==> src/lprc_pkg.sv <==
package lprc_pkg;

    // Domain power modes, one-hot.
    typedef enum logic [2:0] {
        LPRC_DOM_RUN = 3'h1,
        LPRC_DOM_HALT = 3'h2,
        LPRC_DOM_OFF = 3'h4
    } lprc_dom_t;

    // System power modes, one-hot.
    typedef enum logic [2:0] {
        LPRC_SYS_RUN = 3'h1,
        LPRC_SYS_STOP = 3'h2,
        LPRC_SYS_STANDBY = 3'h4
    } lprc_sys_t;

    // CPU state, one-hot.
    typedef enum logic [2:0] {
        LPRC_CPU_RUN = 3'h1,
        LPRC_CPU_CLOCK_HALT = 3'h2,
        LPRC_CPU_SUBSYS_HALT = 3'h4
    } lprc_cpu_t;

    // Supervisor flags after synchronisation.
    typedef struct packed {
        logic por_low;
        logic pdr_low;
        logic bor_low_1;
        logic bor_low_2;
        logic bor_low_3;
        logic ext_pin_n;
    } lprc_sup_t;

    // Digital reset causes other than supervisors.
    typedef struct packed {
        logic window_wdg;
        logic indep_wdg;
        logic software;
        logic lp_security;
    } lprc_cause_t;

    localparam int LPRC_SYNC_STAGES = 3;
    localparam int LPRC_SUP_W = 6;
    localparam logic [1:0] LPRC_VOS_BOOST = 2'h0;
    localparam logic [1:0] LPRC_STOP_VOLTAGE_SCALE_3 = 2'h0;
    localparam logic [1:0] LPRC_BOR_SEL_1 = 2'h0;
    localparam logic [1:0] LPRC_BOR_SEL_2 = 2'h1;
    localparam logic [1:0] LPRC_CLK_INTERNAL = 2'h0;
    localparam logic [3:0] LPRC_RST_STRETCH = 4'h8;
    localparam logic [3:0] LPRC_CLK_RESTART = 4'h4;

endpackage : lprc_pkg

==> src/lprc_low_power_reset_control.sv <==
// Contract
// - A wait instruction or sleep-on-return halts the CPU.
// - A domain sleeps only when its CPU, subsystem and peripherals are low.
// - While any part of a domain is active the domain keeps its mode.
// - System stop or standby needs no pending wakeup and the CPU and peripheral domains low.
// - Run: control domain runs; stop: it halts; standby: all domains off.
// - Reset holds while the power-on supervisor reports low supply.
// - The power-down supervisor, enabled by its pin, resets on low supply.
// - Brownout resets below one of three option-selected thresholds.
// - Power-on reset clears all; system reset spares retained state.
// - Every listed cause, standby exit included, raises system reset.
// - Reset selects the internal fast oscillator; only software changes it.
// - Run voltage scale is a four-level field.
// - Stop scale 3 keeps wake peripherals on; scales 4 and 5 turn them off.
// - CPU and peripheral domains power off alone; control domain powers off only in system standby.
`timescale 1ns/1ps
`default_nettype none

module lprc_low_power_reset_control (
    // Clock and reset.
    input wire logic clock_in,
    input wire logic arst_n_in,
    // Core requests and domain readiness.
    input wire logic wait_interrupt_instruction_in,
    input wire logic wait_event_instruction_in,
    input wire logic handler_return_in,
    input wire logic sleep_on_handler_return_in,
    input wire logic deep_sleep_in,
    input wire logic cpu_domain_periph_idle_in,
    input wire logic peripheral_domain_periph_idle_in,
    input wire logic peripheral_domain_cpu_idle_in,
    input wire logic cpu_domain_standby_in,
    input wire logic peripheral_domain_standby_in,
    input wire logic system_standby_in,
    input wire logic wakeup_pending_in,
    input wire logic wakeup_event_in,
    // Supervisors and pins, asynchronous.
    input wire logic por_low_in,
    input wire logic pdr_low_in,
    input wire logic supervisor_enable_pin_in,
    input wire logic [2:0] bor_low_in,
    input wire logic external_reset_pin_n_in,
    // Option bytes and software control.
    input wire logic [1:0] bor_level_sel_in,
    input wire lprc_pkg::lprc_cause_t cause_in,
    input wire logic [1:0] run_voltage_scale_in,
    input wire logic [1:0] stop_voltage_scale_in,
    input wire logic clk_sel_write_in,
    input wire logic [1:0] clk_sel_in,
    // Outputs.
    output logic [2:0] cpu_state_out,
    output logic [2:0] cpu_domain_state_out,
    output logic [2:0] peripheral_domain_state_out,
    output logic [2:0] system_control_domain_state_out,
    output logic [2:0] system_state_out,
    output logic system_reset_n_out,
    output logic por_reset_n_out,
    output logic [1:0] voltage_scale_out,
    output logic [1:0] stop_scale_out,
    output logic wake_periph_enable_out,
    output logic [1:0] clk_sel_out,
    output logic clocks_running_out,
    output logic cpu_resume_out
);

    localparam int SW = lprc_pkg::LPRC_SUP_W;

    // Reset release through two flops.
    logic [1:0] rst_sync_r;
    logic rst_n;
    always_ff @(posedge clock_in or negedge arst_n_in) begin
        if (!arst_n_in) begin
            rst_sync_r <= 2'h0;
        end else begin
            rst_sync_r <= {rst_sync_r[0], 1'b1};
        end
    end
    assign rst_n = rst_sync_r[1];

    // Asynchronous inputs pass three flops; stages two and three must agree.
    logic [SW-1:0] sup_raw;
    logic [SW-1:0] s1_r, s2_r, s3_r, sup_r, sup_nxt;
    assign sup_raw = {por_low_in, pdr_low_in & supervisor_enable_pin_in,
                      bor_low_in, ~external_reset_pin_n_in};
    always_comb begin
        sup_nxt = sup_r;
        for (int i = 0; i < SW; i++) begin
            if (s2_r[i] == s3_r[i]) begin
                sup_nxt[i] = s3_r[i];
            end
        end
    end
    always_ff @(posedge clock_in or negedge rst_n) begin
        if (!rst_n) begin
            s1_r <= '0;
            s2_r <= '0;
            s3_r <= '0;
            sup_r <= '0;
        end else begin
            s1_r <= sup_raw;
            s2_r <= s1_r;
            s3_r <= s2_r;
            sup_r <= sup_nxt;
        end
    end

    lprc_pkg::lprc_sup_t sup;
    assign sup = sup_r;

    // Brownout compares against the option-selected level only.
    logic bor_hit;
    always_comb begin
        case (bor_level_sel_in)
            lprc_pkg::LPRC_BOR_SEL_1: bor_hit = sup.bor_low_1;
            lprc_pkg::LPRC_BOR_SEL_2: bor_hit = sup.bor_low_2;
            default: bor_hit = sup.bor_low_3;
        endcase
    end

    // Power-on reset covers everything; kept separate so retained state
    // survives a plain system reset.
    logic por_n_r, por_n_nxt;
    assign por_n_nxt = ~sup.por_low;

    lprc_pkg::lprc_sys_t sys_r, sys_nxt;
    logic standby_exit;
    logic any_cause;
    assign standby_exit = (sys_r == lprc_pkg::LPRC_SYS_STANDBY)
                          && wakeup_event_in;
    assign any_cause = sup.por_low || sup.pdr_low || bor_hit
                       || sup.ext_pin_n || cause_in.window_wdg
                       || cause_in.indep_wdg || cause_in.software
                       || cause_in.lp_security || standby_exit;

    // Reset stretch so short cause pulses still give a full reset.
    logic [3:0] rst_cnt_r, rst_cnt_nxt;
    logic sys_rst_n_r, sys_rst_n_nxt;
    always_comb begin
        rst_cnt_nxt = rst_cnt_r;
        if (any_cause) begin
            rst_cnt_nxt = lprc_pkg::LPRC_RST_STRETCH;
        end else if (rst_cnt_r != 4'h0) begin
            rst_cnt_nxt = rst_cnt_r - 4'h1;
        end
        sys_rst_n_nxt = !any_cause && (rst_cnt_r == 4'h0);
    end

    // Clock select; forced to internal by system reset and by power-on.
    logic [1:0] clk_sel_r, clk_sel_nxt;
    always_comb begin
        clk_sel_nxt = clk_sel_r;
        if (!sys_rst_n_r) begin
            clk_sel_nxt = lprc_pkg::LPRC_CLK_INTERNAL;
        end else if (clk_sel_write_in) begin
            clk_sel_nxt = clk_sel_in;
        end
    end

    always_ff @(posedge clock_in or negedge rst_n) begin
        if (!rst_n) begin
            por_n_r <= 1'b0;
            rst_cnt_r <= lprc_pkg::LPRC_RST_STRETCH;
            sys_rst_n_r <= 1'b0;
        end else begin
            por_n_r <= por_n_nxt;
            rst_cnt_r <= rst_cnt_nxt;
            sys_rst_n_r <= sys_rst_n_nxt;
        end
    end

    always_ff @(posedge clock_in or negedge rst_n) begin
        if (!rst_n) begin
            clk_sel_r <= lprc_pkg::LPRC_CLK_INTERNAL;
        end else if (!por_n_r) begin
            clk_sel_r <= lprc_pkg::LPRC_CLK_INTERNAL;
        end else begin
            clk_sel_r <= clk_sel_nxt;
        end
    end

    // Power state machines.
    lprc_pkg::lprc_cpu_t cpu_r, cpu_nxt;
    lprc_pkg::lprc_dom_t d1_r, d1_nxt, d2_r, d2_nxt, d3_r, d3_nxt;
    logic [3:0] restart_cnt_r, restart_cnt_nxt;
    logic clocks_r, clocks_nxt;
    logic resume_r, resume_nxt;
    logic [1:0] vos_r, vos_nxt, stop_voltage_scale_r, stop_voltage_scale_nxt;
    logic wake_en_r, wake_en_nxt;
    logic cpu_req, cpu_low, d1_low, d2_low, doms_low;

    assign cpu_req = wait_interrupt_instruction_in
                     || wait_event_instruction_in
                     || (handler_return_in && sleep_on_handler_return_in);
    assign cpu_low = (cpu_r != lprc_pkg::LPRC_CPU_RUN);
    assign d1_low = (cpu_r == lprc_pkg::LPRC_CPU_SUBSYS_HALT)
                    && cpu_domain_periph_idle_in;
    assign d2_low = peripheral_domain_cpu_idle_in
                    && peripheral_domain_periph_idle_in;
    assign doms_low = (d1_r != lprc_pkg::LPRC_DOM_RUN)
                      && (d2_r != lprc_pkg::LPRC_DOM_RUN);

    always_comb begin
        cpu_nxt = cpu_r;
        d1_nxt = d1_r;
        d2_nxt = d2_r;
        d3_nxt = d3_r;
        sys_nxt = sys_r;
        restart_cnt_nxt = restart_cnt_r;
        clocks_nxt = clocks_r;
        resume_nxt = 1'b0;
        vos_nxt = run_voltage_scale_in;
        stop_voltage_scale_nxt = stop_voltage_scale_in;
        wake_en_nxt = wake_en_r;
        if (wakeup_event_in
            && (cpu_low || sys_r != lprc_pkg::LPRC_SYS_RUN)) begin
            // Clocks and domains come back first; CPU waits the restart count.
            sys_nxt = lprc_pkg::LPRC_SYS_RUN;
            d1_nxt = lprc_pkg::LPRC_DOM_RUN;
            d2_nxt = lprc_pkg::LPRC_DOM_RUN;
            d3_nxt = lprc_pkg::LPRC_DOM_RUN;
            clocks_nxt = 1'b1;
            wake_en_nxt = 1'b1;
            restart_cnt_nxt = lprc_pkg::LPRC_CLK_RESTART;
        end else if (restart_cnt_r != 4'h0) begin
            restart_cnt_nxt = restart_cnt_r - 4'h1;
            if (restart_cnt_r == 4'h1) begin
                cpu_nxt = lprc_pkg::LPRC_CPU_RUN;
                resume_nxt = 1'b1;
            end
        end else begin
            case (cpu_r)
                lprc_pkg::LPRC_CPU_RUN: begin
                    if (cpu_req) begin
                        cpu_nxt = deep_sleep_in
                                  ? lprc_pkg::LPRC_CPU_SUBSYS_HALT
                                  : lprc_pkg::LPRC_CPU_CLOCK_HALT;
                    end
                end
                lprc_pkg::LPRC_CPU_CLOCK_HALT: cpu_nxt = cpu_r;
                lprc_pkg::LPRC_CPU_SUBSYS_HALT: cpu_nxt = cpu_r;
                default: cpu_nxt = lprc_pkg::LPRC_CPU_RUN;
            endcase
            // Each domain decides alone; the control domain follows the system mode.
            if (d1_r == lprc_pkg::LPRC_DOM_RUN && d1_low) begin
                d1_nxt = cpu_domain_standby_in ? lprc_pkg::LPRC_DOM_OFF
                                               : lprc_pkg::LPRC_DOM_HALT;
            end
            if (d2_r == lprc_pkg::LPRC_DOM_RUN && d2_low) begin
                d2_nxt = peripheral_domain_standby_in
                         ? lprc_pkg::LPRC_DOM_OFF : lprc_pkg::LPRC_DOM_HALT;
            end
            if (sys_r == lprc_pkg::LPRC_SYS_RUN && doms_low
                && !wakeup_pending_in) begin
                if (system_standby_in && d1_r == lprc_pkg::LPRC_DOM_OFF
                    && d2_r == lprc_pkg::LPRC_DOM_OFF) begin
                    sys_nxt = lprc_pkg::LPRC_SYS_STANDBY;
                    d3_nxt = lprc_pkg::LPRC_DOM_OFF;
                end else begin
                    sys_nxt = lprc_pkg::LPRC_SYS_STOP;
                    d3_nxt = lprc_pkg::LPRC_DOM_HALT;
                end
                clocks_nxt = 1'b0;
                wake_en_nxt = (stop_voltage_scale_in
                               == lprc_pkg::LPRC_STOP_VOLTAGE_SCALE_3);
            end
        end
    end

    always_ff @(posedge clock_in or negedge rst_n) begin
        if (!rst_n) begin
            cpu_r <= lprc_pkg::LPRC_CPU_RUN;
            d1_r <= lprc_pkg::LPRC_DOM_RUN;
            d2_r <= lprc_pkg::LPRC_DOM_RUN;
            d3_r <= lprc_pkg::LPRC_DOM_RUN;
            sys_r <= lprc_pkg::LPRC_SYS_RUN;
            restart_cnt_r <= 4'h0;
            clocks_r <= 1'b1;
            resume_r <= 1'b0;
            vos_r <= lprc_pkg::LPRC_VOS_BOOST;
            stop_voltage_scale_r <= lprc_pkg::LPRC_STOP_VOLTAGE_SCALE_3;
            wake_en_r <= 1'b1;
        end else if (!sys_rst_n_r) begin
            // System reset returns power state to run.
            cpu_r <= lprc_pkg::LPRC_CPU_RUN;
            d1_r <= lprc_pkg::LPRC_DOM_RUN;
            d2_r <= lprc_pkg::LPRC_DOM_RUN;
            d3_r <= lprc_pkg::LPRC_DOM_RUN;
            sys_r <= lprc_pkg::LPRC_SYS_RUN;
            restart_cnt_r <= 4'h0;
            clocks_r <= 1'b1;
            resume_r <= 1'b0;
            vos_r <= vos_nxt;
            stop_voltage_scale_r <= stop_voltage_scale_nxt;
            wake_en_r <= 1'b1;
        end else begin
            cpu_r <= cpu_nxt;
            d1_r <= d1_nxt;
            d2_r <= d2_nxt;
            d3_r <= d3_nxt;
            sys_r <= sys_nxt;
            restart_cnt_r <= restart_cnt_nxt;
            clocks_r <= clocks_nxt;
            resume_r <= resume_nxt;
            vos_r <= vos_nxt;
            stop_voltage_scale_r <= stop_voltage_scale_nxt;
            wake_en_r <= wake_en_nxt;
        end
    end

    // Outputs straight from flops.
    assign cpu_state_out = cpu_r;
    assign cpu_domain_state_out = d1_r;
    assign peripheral_domain_state_out = d2_r;
    assign system_control_domain_state_out = d3_r;
    assign system_state_out = sys_r;
    assign system_reset_n_out = sys_rst_n_r;
    assign por_reset_n_out = por_n_r;
    assign voltage_scale_out = vos_r;
    assign stop_scale_out = stop_voltage_scale_r;
    assign wake_periph_enable_out = wake_en_r;
    assign clk_sel_out = clk_sel_r;
    assign clocks_running_out = clocks_r;
    assign cpu_resume_out = resume_r;

endmodule : lprc_low_power_reset_control

`default_nettype wire

==> config.mk <==
export PLATFORM = sky130hd
export DESIGN_NAME = lprc_low_power_reset_control
export DESIGN_NICKNAME = d
export VERILOG_FILES = /design/src/lprc_pkg.sv /design/src/lprc_low_power_reset_control.sv
export SDC_FILE = /design/constraint.sdc
export NUM_CORES = 1
export LEC_CHECK = 0
export BUFFER_PORTS_ARGS = -buffer_cell sky130_fd_sc_hd__buf_2
export CORE_ASPECT_RATIO = 1.5
export CORE_MARGIN = 8
export CORE_UTILIZATION = 40
export CTS_BUF_LIST = sky130_fd_sc_hd__clkbuf_8 sky130_fd_sc_hd__clkbuf_16
export DETAILED_ROUTE_END_ITERATION = 8
export GPL_TIMING_DRIVEN = 1
export PLACE_DENSITY = 0.66
export SETUP_SLACK_MARGIN = 0.1
export SYNTH_ARGS = -nofsm -noshare
export SYNTH_HDL_FRONTEND = slang
export SYNTH_SLANG_ARGS = --single-unit
==> constraint.sdc <==
create_clock -name clock_in -period 1.7 [get_ports clock_in]
set_clock_uncertainty 0.2 [all_clocks]
set_input_delay 0.085 -clock clock_in [delete_from_list [all_inputs] [get_ports clock_in]]
set_output_delay 0.085 -clock clock_in [all_outputs]
set_load 0.01 [all_outputs]
==> results by group, run 1 <==
Power and ir drop
  • Pint: 1780 uW
  • Clock power share: 0.306
  • Leak Pwr: 0.00165 uW
  • VDD IR max: 0.555 mV
  • PD cells: 669 nW/um^2
  • Sw Ratio: 0.222
  • Total Power: 2280 uW
  • P_sw: 507 uW
  • Reg power frac: 0.612
  • Logic pwr share: 0.082

Setup path
  • WP data required: 1730 ps
  • Crit path buf inv count: 1
  • Critical Path Source Type: register
  • Worst path slowest cell: dfrtp_1
  • WS Path Type: register to register
  • Crit path cell chain: inv_2 > ha_4 > or3b_4 > nor3_2 > nand2_1 > mux2_4
  • Critical path fanouts, max: 3
  • Delay-heaviest family, CP: simple AND/OR/NAND/NOR gates
  • Crit. End Element: register
  • Max stage delay on crit path: 400 ps
  • CP Data Arrival Time: 1960 ps

Clocking
  • CTS sink cnt: 56
  • Clk pin slew, worst setup/hold paths: 100 ps
  • Clk root buf: clkbuf_8
  • Clock Tree Buf Depth: 2
  • Later-pin clock latency in the skew report: 310 ps
  • H-tree depth: 2
  • CTS Buf Count: 5
  • CTS tree: yes

Timing
  • RSZ-0062 raised after global routing: true
  • Fraction of the cycle the final worst path needs: 1.14
  • Final setup vio count: 15
  • Final WS setup: -230 ps
  • Minimum clock period: 1930 ps
  • Fin. Hold Viols: 0
  • Slew Viols, Final: 0
  • FMAX: 0.518 GHz
  • Setup_tns: -1780 ps

Synth
  • Top cell type by total area after synthesis: dfrtp_1
  • Flops & latches, synth: 56
  • Syn Std Cell Area: 2200 um^2
  • Post-synth top area share: 0.569
  • Synth top area cells: dfrtp_1, dfstp_2, maj3_1, nor2_1, ha_1
  • Post-Syn Instances: 174
  • Sequential area share after synthesis: 0.640
  • Ys Warns: 0
  • Synth Area per Inst: 12.6 um^2
  • Yosys cell types: 43
  • Syn Nets: 213

Floorplanning
  • # IOs: 61
  • Die Y: 107 um
  • Die area: 8180 um^2
  • Rows: 33
  • Core area: 5410 um^2
  • Die Wd: 76.6 um
  • Initial Util: 0.407

Layout
  • Commonest cells after routing, fill and taps aside: buf_2, dfrtp_1, buf_4
  • Share of cells above drive strength 1: 0.479
  • Ant. Diodes: 0
  • Most common cell after layout, fill and taps aside: buf_2
  • Post-Layout Inst Area: 3410 um^2
  • Total Nets Final: 343
  • Area Overhead vs Synth: 55.1%

Global routing
  • First-pass GRT wire length: 8470 um
  • Vias in the first global route: 1859
  • Largest net degree at the start of global routing: 33
  • Initial antenna violation count: 0
  • GRT Resource Usage Total: 0.128
  • Total gr overflow: 0

Drt
  • Final ANT Viol Nets: 0
  • Via count: 1763
  • Drt via density: 4.70
  • Wire per inst: 14.0 um
  • TritonRoute pass-1 iters: 4
  • Final wirelength: 5270 um
  • Initial drt markers: 84
  • Number of remaining DRC errors: 0

Place
  • Placer Congestion: 0.793
  • Placed cell areas: 2790 um^2
  • Post-DP HPWL: 3570 um
  • I/O Buffers: 60

Job
  • Max-Cap Viols: 0

Run status
  • Failing checks: setup timing
  • Status: finished with violations

Min path
  • Hold Crit Class: input pin to register
[cells by family (layout without fill, tap and decap cells)]
| group | after synthesis | count (layout) | synth area share |
|---|---|---|---|
| AND/OR/NAND/NOR | 62 | 62 | 0.161 |
| multiplexers | 7 | 7 | 0.0330 |
| other | 1 | 1 | 0.00170 |
| XOR/XNOR | 3 | 3 | 0.0119 |
| adder cells (fa/ha/maj) | 10 | 10 | 0.0500 |
| buffers and inverters | 15 | 146 | 0.0330 |
| flip-flops | 56 | 56 | 0.640 |
| AO/OA/AOI/OAI | 20 | 20 | 0.0688 |
[power groups by stage]
stage | Clock (uW) | Combinational [uW] | Sequential (uW)
global route | 776 | 207 | 1400
detailed placement | 0 | 127 | 1420
global placement | 0 | 125 | 1420
floorplan | 0 | 34.3 | 1440
finish | 699 | 188 | 1400
CTS | 728 | 183 | 1400
[Yosys cell counts (all sizes together)]
library cell  number
o21a               3
or4b               1
dfstp              6
and3b              1
dfrtp             50
or2                2
inv               10
and4b              1
nand2             13
a211o              1
maj3               6
mux2i              5
and2               3
a211oi             3
conb               1
mux2               2
a41oi              1
or3                1
nor4bb             1
a221oi             1
xnor2              3
nand3              2
or3b               1
nor3               5
nor4               3
o21ai              4
ha                 4
o2111a             1
nand3b             2
o2111ai            1
nor4b              1
a21oi              3
nand4              1
nor3b              4
o41ai              1
a21boi             1
nor2              16
nand2b             4
buf                5
[worst register-to-register path: stages, from the launching register on]
cell and delay [ps]:
dfrtp_1 400, inv_2 80, ha_4 130, or3b_4 400, nor3_2 270, nand2_1 110
mux2_4 270
[final timing paths]
kind / from / to / slack, ps / cells after the start
worst min-delay path: wakeup_pending_in / wake_periph_enable_out$_DFFE_PN1P_ / 8 / 5
worst max-delay path: restart_cnt_r[0]$_DFFE_PN0P_ / cpu_state_out[0]$_DFFE_PN1P_ / -230 / 6
max in group asynchronous: arst_n_in / rst_sync_r[1]$_DFF_PN0_ / 740 / 3
min in group asynchronous: rst_sync_r[1]$_DFF_PN0_ / sup[3]$_DFFE_PN0N_ / 50 / 1
worst max register to register: restart_cnt_r[0]$_DFFE_PN0P_ / cpu_state_out[0]$_DFFE_PN1P_ / -230 / 6
worst min register to register: rst_sync_r[1]$_DFF_PN0_ / sup[3]$_DFFE_PN0N_ / 50 / 1
[state kept, by name (all words and copies together) (netlist names), 2 cells and up]
register	flops
s2_r	6
cpu_state_out	3
restart_cnt_r	4
cpu_domain_state_out	3
rst_cnt_r	4
voltage_scale_out	2
rst_sync_r	2
s3_r	6
clk_sel_out	2
stop_scale_out	2
peripheral_domain_state_out	3
system_control_domain_state_out	3
s1_r	6
sup	6
[metrics by stage]
stage                     worst slack [ps]   util  std cells  hold slack (ps)
after global placement                -203  0.517        327             -329
final                                 -230  0.631        375             7.65
after detailed placement              -227  0.517        327             -326
after CTS                             -225  0.614        370            -18.2
after floorplan                       -204      -        174             -411
after global routing                  -315  0.631        375             10.8
[layout make-up]
type                    count  area [um^2]
flip-flops and latches     56         1410
clock inverters             3         20.0
inverters                  10         37.5
clock buffers               5         68.8
fillers                   416         2000
well taps                  70         87.6
repair buffers            128          898
multi-input cells         103          891
[layer usage]
metal	routed length, um	up-vias	global-route usage
met5	0	-	0
met4	110	0	0.0497
met3	352	11	0.0461
met2	2770	57	0.228
met1	2040	837	0.134
li1	-	858	-
[what timing repair did]
action                                  4_1_cts  5_1_grt
pin swaps                                    12       12
resized for setup                            24       10
setup buffers                                 7        5
endpoints found under the setup margin       22       23
hold buffers                                 28        1
endpoints found under the hold margin        28        1
(Power assumes the default switching activity.)
==> run 2: changes to the inputs <==
- CORE_UTILIZATION: 40 -> 35
- PLACE_DENSITY: 0.66 -> unset
==> run 2 against run 1 <==
Net effect: the run still ends with setup timing left; critical endpoint is now system_control_domain_state_out[2]$_DFFE_PN0P_; non-clock buffer count decreased by 1; sequential cell count unchanged; sequential power about the same.
==> results by group, run 2 (synthesis gave the netlist of run 1 again) <==
Setup path
  • CP Data Arrival Time: 1980 ps (+20 ps)
  • WP data required: 1740 ps (about the same)
  • Critical Path Source Type: register
  • Crit. End Element: register
  • Max stage delay on crit path: 410 ps (about the same)
  • Crit path cell chain: inv_2 > ha_4 > or3b_4 > nor4_4 > a41oi_2 > nor2_1
  • Worst path slowest cell: dfrtp_1
  • WS Path Type: register to register
  • Crit path buf inv count: 1 (unchanged)
  • Delay-heaviest family, CP: simple AND/OR/NAND/NOR gates
  • Critical path fanouts, max: 5 (+2)

Global routing
  • GRT Resource Usage Total: 0.123 (-0.00502)
  • First-pass GRT wire length: 8890 um (+5.1%)
  • Total gr overflow: 0 (unchanged)
  • Initial antenna violation count: 0 (unchanged)
  • Largest net degree at the start of global routing: 37 (+12%)
  • Vias in the first global route: 1945 (+4.6%)

Drt
  • Drt via density: 4.67 (-0.57%)
  • DRT met1 WL: 2000 um (-2.0%)
  • Final ANT Viol Nets: 0 (unchanged)
  • Via count: 1767 (+0.23%)
  • TritonRoute pass-1 iters: 4 (unchanged)
  • Top Metal Used: met4
  • Wire per inst: 14.2 um (+1.0%)
  • Met3 wire length: 302 um (-14%)
  • Number of remaining DRC errors: 0 (unchanged)
  • Met2 WL: 2930 um (+6.1%)
  • Final wirelength: 5360 um (+1.8%)
  • Initial drt markers: 31 (-63%)

Layout
  • Total Nets Final: 342 (-0.29%)
  • Area of the multi-input gates: 903 um^2 (+1.4%)
  • Most common cell after layout, fill and taps aside: buf_2
  • Area Overhead vs Synth: 57.7%
  • Register area: 1410 um^2 (unchanged)
  • Fin util: 0.566 (-0.0649)
  • Commonest cells after routing, fill and taps aside: buf_2, dfrtp_1, buf_4
  • Ant. Diodes: 0 (unchanged)
  • Share of cells above drive strength 1: 0.490 (+0.0114)
  • Filler cells: 522 (+25%)
  • Post-Layout Inst Area: 3470 um^2 (+1.7%)

Min path
  • Hold Crit Class: register to async pin

Job
  • Max-Cap Viols: 0 (unchanged)

Power and ir drop
  • PD cells: 743 nW/um^2 (+11%)
  • Total Power: 2580 uW (+13%)
  • Reg power frac: 0.542 (-0.070)
  • P_sw: 511 uW (+0.84%)
  • Pint: 2070 uW (+16%)
  • Leak Pwr: 0.00167 uW (+1.1%)
  • Logic pwr share: 0.071 (-0.011)
  • Clock power share: 0.387 (+0.081)
  • VDD IR max: 0.513 mV (-7.5%)
  • Sw Ratio: 0.198 (-0.0238)

Place
  • DP Worst Slack: -231 ps (-3.71 ps)
  • I/O Buffers: 60 (unchanged)
  • Post-DP HPWL: 3740 um (+4.9%)
  • Placer Congestion: 0.775 (-2.2%)
  • Placed cell areas: 2820 um^2 (+0.99%)

Floorplanning
  • Die Y: 113 um (+5.9%)
  • # IOs: 61 (unchanged)
  • Core area: 6130 um^2 (+13%)
  • Initial Util: 0.359 (-0.0479)
  • Rows: 35 (+6.1%)
  • Die Wd: 80.7 um (+5.5%)
  • Die area: 9130 um^2 (+12%)

Clocking
  • Later-pin clock latency in the skew report: 300 ps (about the same)
  • H-tree depth: 2 (unchanged)
  • CTS sink cnt: 56 (unchanged)
  • Clk pin slew, worst setup/hold paths: 100 ps (about the same)
  • Clock Tree Buf Depth: 2 (unchanged)
  • Clk root buf: clkbuf_8
  • CTS tree: yes
  • CTS Buf Count: 5 (unchanged)

Timing
  • Final WS setup: -240 ps (-9.71 ps)
  • Fin. Hold Viols: 0 (unchanged)
  • Final hold slack: 16.0 ps (+8.33 ps)
  • Minimum clock period: 1940 ps (+9.71 ps)
  • RSZ-0062 raised after global routing: true
  • Final setup vio count: 16 (+1)
  • FMAX: 0.516 GHz (-0.50%)
  • Slew Viols, Final: 0 (unchanged)
  • Fraction of the cycle the final worst path needs: 1.14 (+0.00571)

Run status
  • Status: finished with violations
  • Failing checks: setup timing
-- run 2: cell count changes in the layout (fill, tap and decap cells not counted), moves of 2 or more --
cell	delta
buf_6	+3
bufinv_16	+2
dlygate4sd3_1	-3
nor2_1	-2
nor2_2	+2
-- run 2: what timing repair did --
item / in CTS / in global routing
setup buffers: 9 / 3
pin swaps: 11 / 7
setup endpoints to repair: 22 / 23
gates resized for setup: 31 / 6
hold endpoints to repair: 27 / 0
hold buffers: 26 / 0
-- run 2: through the flow --
step                setup TNS [ps]  instances
floorplan                     -706        174
finish                       -2130        378
detailed placement           -2690        334
global route                 -3430        378
CTS                          -1960        377
global placement             -2060        334
-- run 2: worst reg2reg max path: cells and delay by family (launching register included) --
kind,cells,cell delay [ps]
fa+ha+maj,1,130
simple gates,3,900
compound gates,1,160
buf+inv,1,80
flops,1,410
-- run 2: area by class of cell --
type                            count  share of cell area
Multi-Input combinational cell    103               0.260
Clock inverter                      3              0.0184
Inverter                           10              0.0108
Timing Repair Buffer              127               0.258
Tap cell                           74              0.0267
Clock buffer                        5              0.0198
Sequential cell                    56               0.406
-- run 2: worst paths after layout --
kind / startpoint / to / slack, ps / cells after the start
max: restart_cnt_r[1]$_DFFE_PN0P_ / system_control_domain_state_out[2]$_DFFE_PN0P_ / -240 / 6
max in group asynchronous: arst_n_in / rst_sync_r[1]$_DFF_PN0_ / 740 / 3
min in group clock_in: wakeup_pending_in / wake_periph_enable_out$_DFFE_PN1P_ / 20 / 5
min reg2reg: rst_sync_r[1]$_DFF_PN0_ / s2_r[4]$_DFF_PN0_ / 20 / 1
max reg2reg: restart_cnt_r[1]$_DFFE_PN0P_ / system_control_domain_state_out[2]$_DFFE_PN0P_ / -240 / 6
min: rst_sync_r[1]$_DFF_PN0_ / s2_r[4]$_DFF_PN0_ / 20 / 1
-- run 2: power by group through the flow --
stage | Combinational (uW) | Sequential (uW) | Clock [uW]
3_3_place_gp | 131 | 1420 | 0
6_report | 183 | 1400 | 998
2_1_floorplan | 34.3 | 1440 | 0
5_1_grt | 203 | 1400 | 1080
4_1_cts | 186 | 1400 | 1030
3_5_place_dp | 133 | 1420 | 0
-- run 2: per-layer routing --
metal	vias to the layer above	track usage
li1	851	-
met1	861	0.128
met2	45	0.220
met3	10	0.0254
met4	0	0.0647
met5	-	0
==> run 3: changes to the inputs <==
- PLACE_DENSITY_LB_ADDON: unset -> 0.25
==> run 3 against run 2 <==
Net effect: the flow finishes with violations (hold timing, setup timing); first-iteration DRC count is 6.5% lower; sequential share of layout area rose by 0.75 points; worst hold slack got worse by 33 ps; cell area shrank 1.8%; combinational power is 3% lower; critical endpoint is now cpu_state_out[0]$_DFFE_PN1P_; highest routed layer unchanged.
==> results by group, run 3 (synthesis gave the netlist of run 1 again) <==
Floorplanning
  • Die area: 9130 um^2 (unchanged)
  • Core area: 6130 um^2 (unchanged)
  • Die Y: 113 um (unchanged)
  • Initial Util: 0.359 (unchanged)
  • Die Wd: 80.7 um (unchanged)
  • Rows: 35 (unchanged)
  • # IOs: 61 (unchanged)

Layout
  • Most common cell after layout, fill and taps aside: buf_2
  • Total Nets Final: 338 (-1.2%)
  • Ant. Diodes: 0 (unchanged)
  • Area Overhead vs Synth: 54.9%
  • Commonest cells after routing, fill and taps aside: buf_2, dfrtp_1, buf_4
  • Post-layout instance count excluding filler cells: 374 (-1.1%)
  • Post-Layout Inst Area: 3410 um^2 (-1.8%)
  • Share of cells above drive strength 1: 0.477 (-0.0135)

Drt
  • Final ANT Viol Nets: 0 (unchanged)
  • Final wirelength: 5230 um (-2.5%)
  • Number of remaining DRC errors: 0 (unchanged)
  • Wire per inst: 14.0 um (-1.4%)
  • Drt via density: 4.59 (-1.8%)
  • Via count: 1716 (-2.9%)
  • TritonRoute pass-1 iters: 4 (unchanged)
  • Initial drt markers: 29 (-6.5%)

Clocking
  • Later-pin clock latency in the skew report: 310 ps (about the same)
  • Clock Tree Buf Depth: 2 (unchanged)
  • Clk root buf: clkbuf_8
  • CTS Buf Count: 5 (unchanged)
  • H-tree depth: 2 (unchanged)
  • CTS tree: yes
  • Clk pin slew, worst setup/hold paths: 100 ps (about the same)
  • CTS sink cnt: 56 (unchanged)

Power and ir drop
  • VDD IR max: 0.604 mV (+18%)
  • Reg power frac: 0.605 (+0.063)
  • Leak Pwr: 0.00163 uW (-2.2%)
  • PD cells: 681 nW/um^2 (-8.3%)
  • Sw Ratio: 0.220 (+0.0220)
  • Pint: 1810 uW (-12%)
  • P_sw: 511 uW (about the same)
  • Clock power share: 0.319 (-0.068)
  • Logic pwr share: 0.076 (+0.005)

Setup path
  • Crit. End Element: register
  • Worst path slowest cell: dfrtp_1
  • Launch point of the worst path: restart_cnt_r[1]$_DFFE_PN0P_
  • Crit path cell chain: inv_2 > ha_4 > buf_4 > nor3b_4 > nand2_1 > o2111a_2 > mux2_4
  • WP data required: 1740 ps (about the same)
  • FF-to-FF Start: restart_cnt_r[1]$_DFFE_PN0P_
  • Max stage delay on crit path: 400 ps (about the same)
  • Critical Path Source Type: register
  • CP Data Arrival Time: 1940 ps (-40 ps)
  • Critical path fanouts, max: 4 (-1)
  • WS Path Type: register to register
  • Flop2flop setup slack: -200 ps (+40 ps)

Global routing
  • Total gr overflow: 0 (unchanged)
  • First-pass GRT wire length: 8610 um (-3.2%)
  • Vias in the first global route: 1941 (-0.21%)
  • Largest net degree at the start of global routing: 40 (+8.1%)
  • GRT Resource Usage Total: 0.118 (-0.00483)
  • Initial antenna violation count: 0 (unchanged)

Timing
  • Fraction of the cycle the final worst path needs: 1.12 (-0.0210)
  • Minimum clock period: 1900 ps (-35.8 ps)
  • Slew Viols, Final: 0 (unchanged)
  • FMAX: 0.525 GHz (+1.9%)
  • Final WS setup: -204 ps (+35.8 ps)
  • Fin. Hold Viols: 15 (+15)
  • Final hold slack: -17.3 ps (-33.2 ps)
  • RSZ-0062 raised after global routing: true
  • Final setup vio count: 16 (unchanged)

Place
  • Placed cell areas: 2830 um^2 (+0.44%)
  • DP Worst Slack: -256 ps (-25.6 ps)
  • I/O Buffers: 60 (unchanged)
  • Placer Congestion: 0.758 (-2.3%)
  • Inst Count DP: 334 (unchanged)
  • Post-DP HPWL: 3640 um (-2.8%)

Run status
  • Failing checks: hold timing, setup timing
  • Status: finished with violations

Min path
  • Hold Crit Class: register to async pin

Job
  • Max-Cap Viols: 0 (unchanged)
==> run 3: path summary, 6_finish.rpt <==
kind                                                      end  cells past startpoint
setup reg to reg                 cpu_state_out[0]$_DFFE_PN1P_                      7
setup / recovery                 cpu_state_out[0]$_DFFE_PN1P_                      7
hold reg to reg                             s2_r[4]$_DFF_PN0_                      0
hold / removal                              s2_r[4]$_DFF_PN0_                      0
max in group asynchronous            rst_cnt_r[3]$_DFFE_PN1P_                      1
min in group clock_in      wake_periph_enable_out$_DFFE_PN1P_                      5
==> run 3: layout make-up <==
| class | instances | area, um^2 |
|---|---|---|
| fillers | 552 | 2720 |
| clock inverters | 2 | 11.3 |
| repair buffers | 123 | 873 |
| inverters | 10 | 37.5 |
| clock buffers | 6 | 82.6 |
| multi-input cells | 103 | 901 |
| flip-flops and latches | 56 | 1410 |
| well taps | 74 | 92.6 |
==> run 3: repair_timing <==
action / 4_1_cts / 5_1_grt
endpoints found under the hold margin: 29 / 0
setup endpoints to repair: 22 / 23
pin swaps: 12 / 3
hold buffers: 26 / 0
gates resized for setup: 20 / 15
setup buffers: 4 / 2
==> run 3: metrics by stage <==
| stage | power (uW) | TNS [ps] | hold slack, ps | util |
|---|---|---|---|---|
| floorplan | 1470 | -706 | -411 | - |
| global placement | 1550 | -1860 | -328 | 0.462 |
| CTS | 2350 | -1850 | 0.488 | 0.541 |
| finish | 2320 | -2200 | -17.3 | 0.556 |
| detailed placement | 1550 | -2250 | -329 | 0.462 |
| global route | 2430 | -3500 | 22.8 | 0.556 |
==> run 3: critical path, delay by kind of cell, from the launching register on <==
kind	cells	cell delay (ps)
AO/OA/AOI/OAI	1	270
adder cells (fa/ha/maj)	1	130
buffers and inverters	2	190
flip-flops	1	400
multiplexers	1	300
AND/OR/NAND/NOR	2	330
==> run 3: per-layer routing <==
layer / wire [um] / track usage / up-vias
li1: - / - / 841
met1: 1970 / 0.121 / 825
met2: 2910 / 0.219 / 43
met3: 257 / 0.0278 / 7
met4: 89 / 0.0455 / 0
met5: 0 / 0 / -
==> run 3: power groups by stage <==
stage / Clock [uW] / Combinational (uW) / Sequential [uW]
6_report: 740 / 177 / 1400
5_1_grt: 820 / 196 / 1410
4_1_cts: 769 / 179 / 1410
3_5_place_dp: 0 / 124 / 1430
3_3_place_gp: 0 / 121 / 1430
2_1_floorplan: 0 / 34.3 / 1440
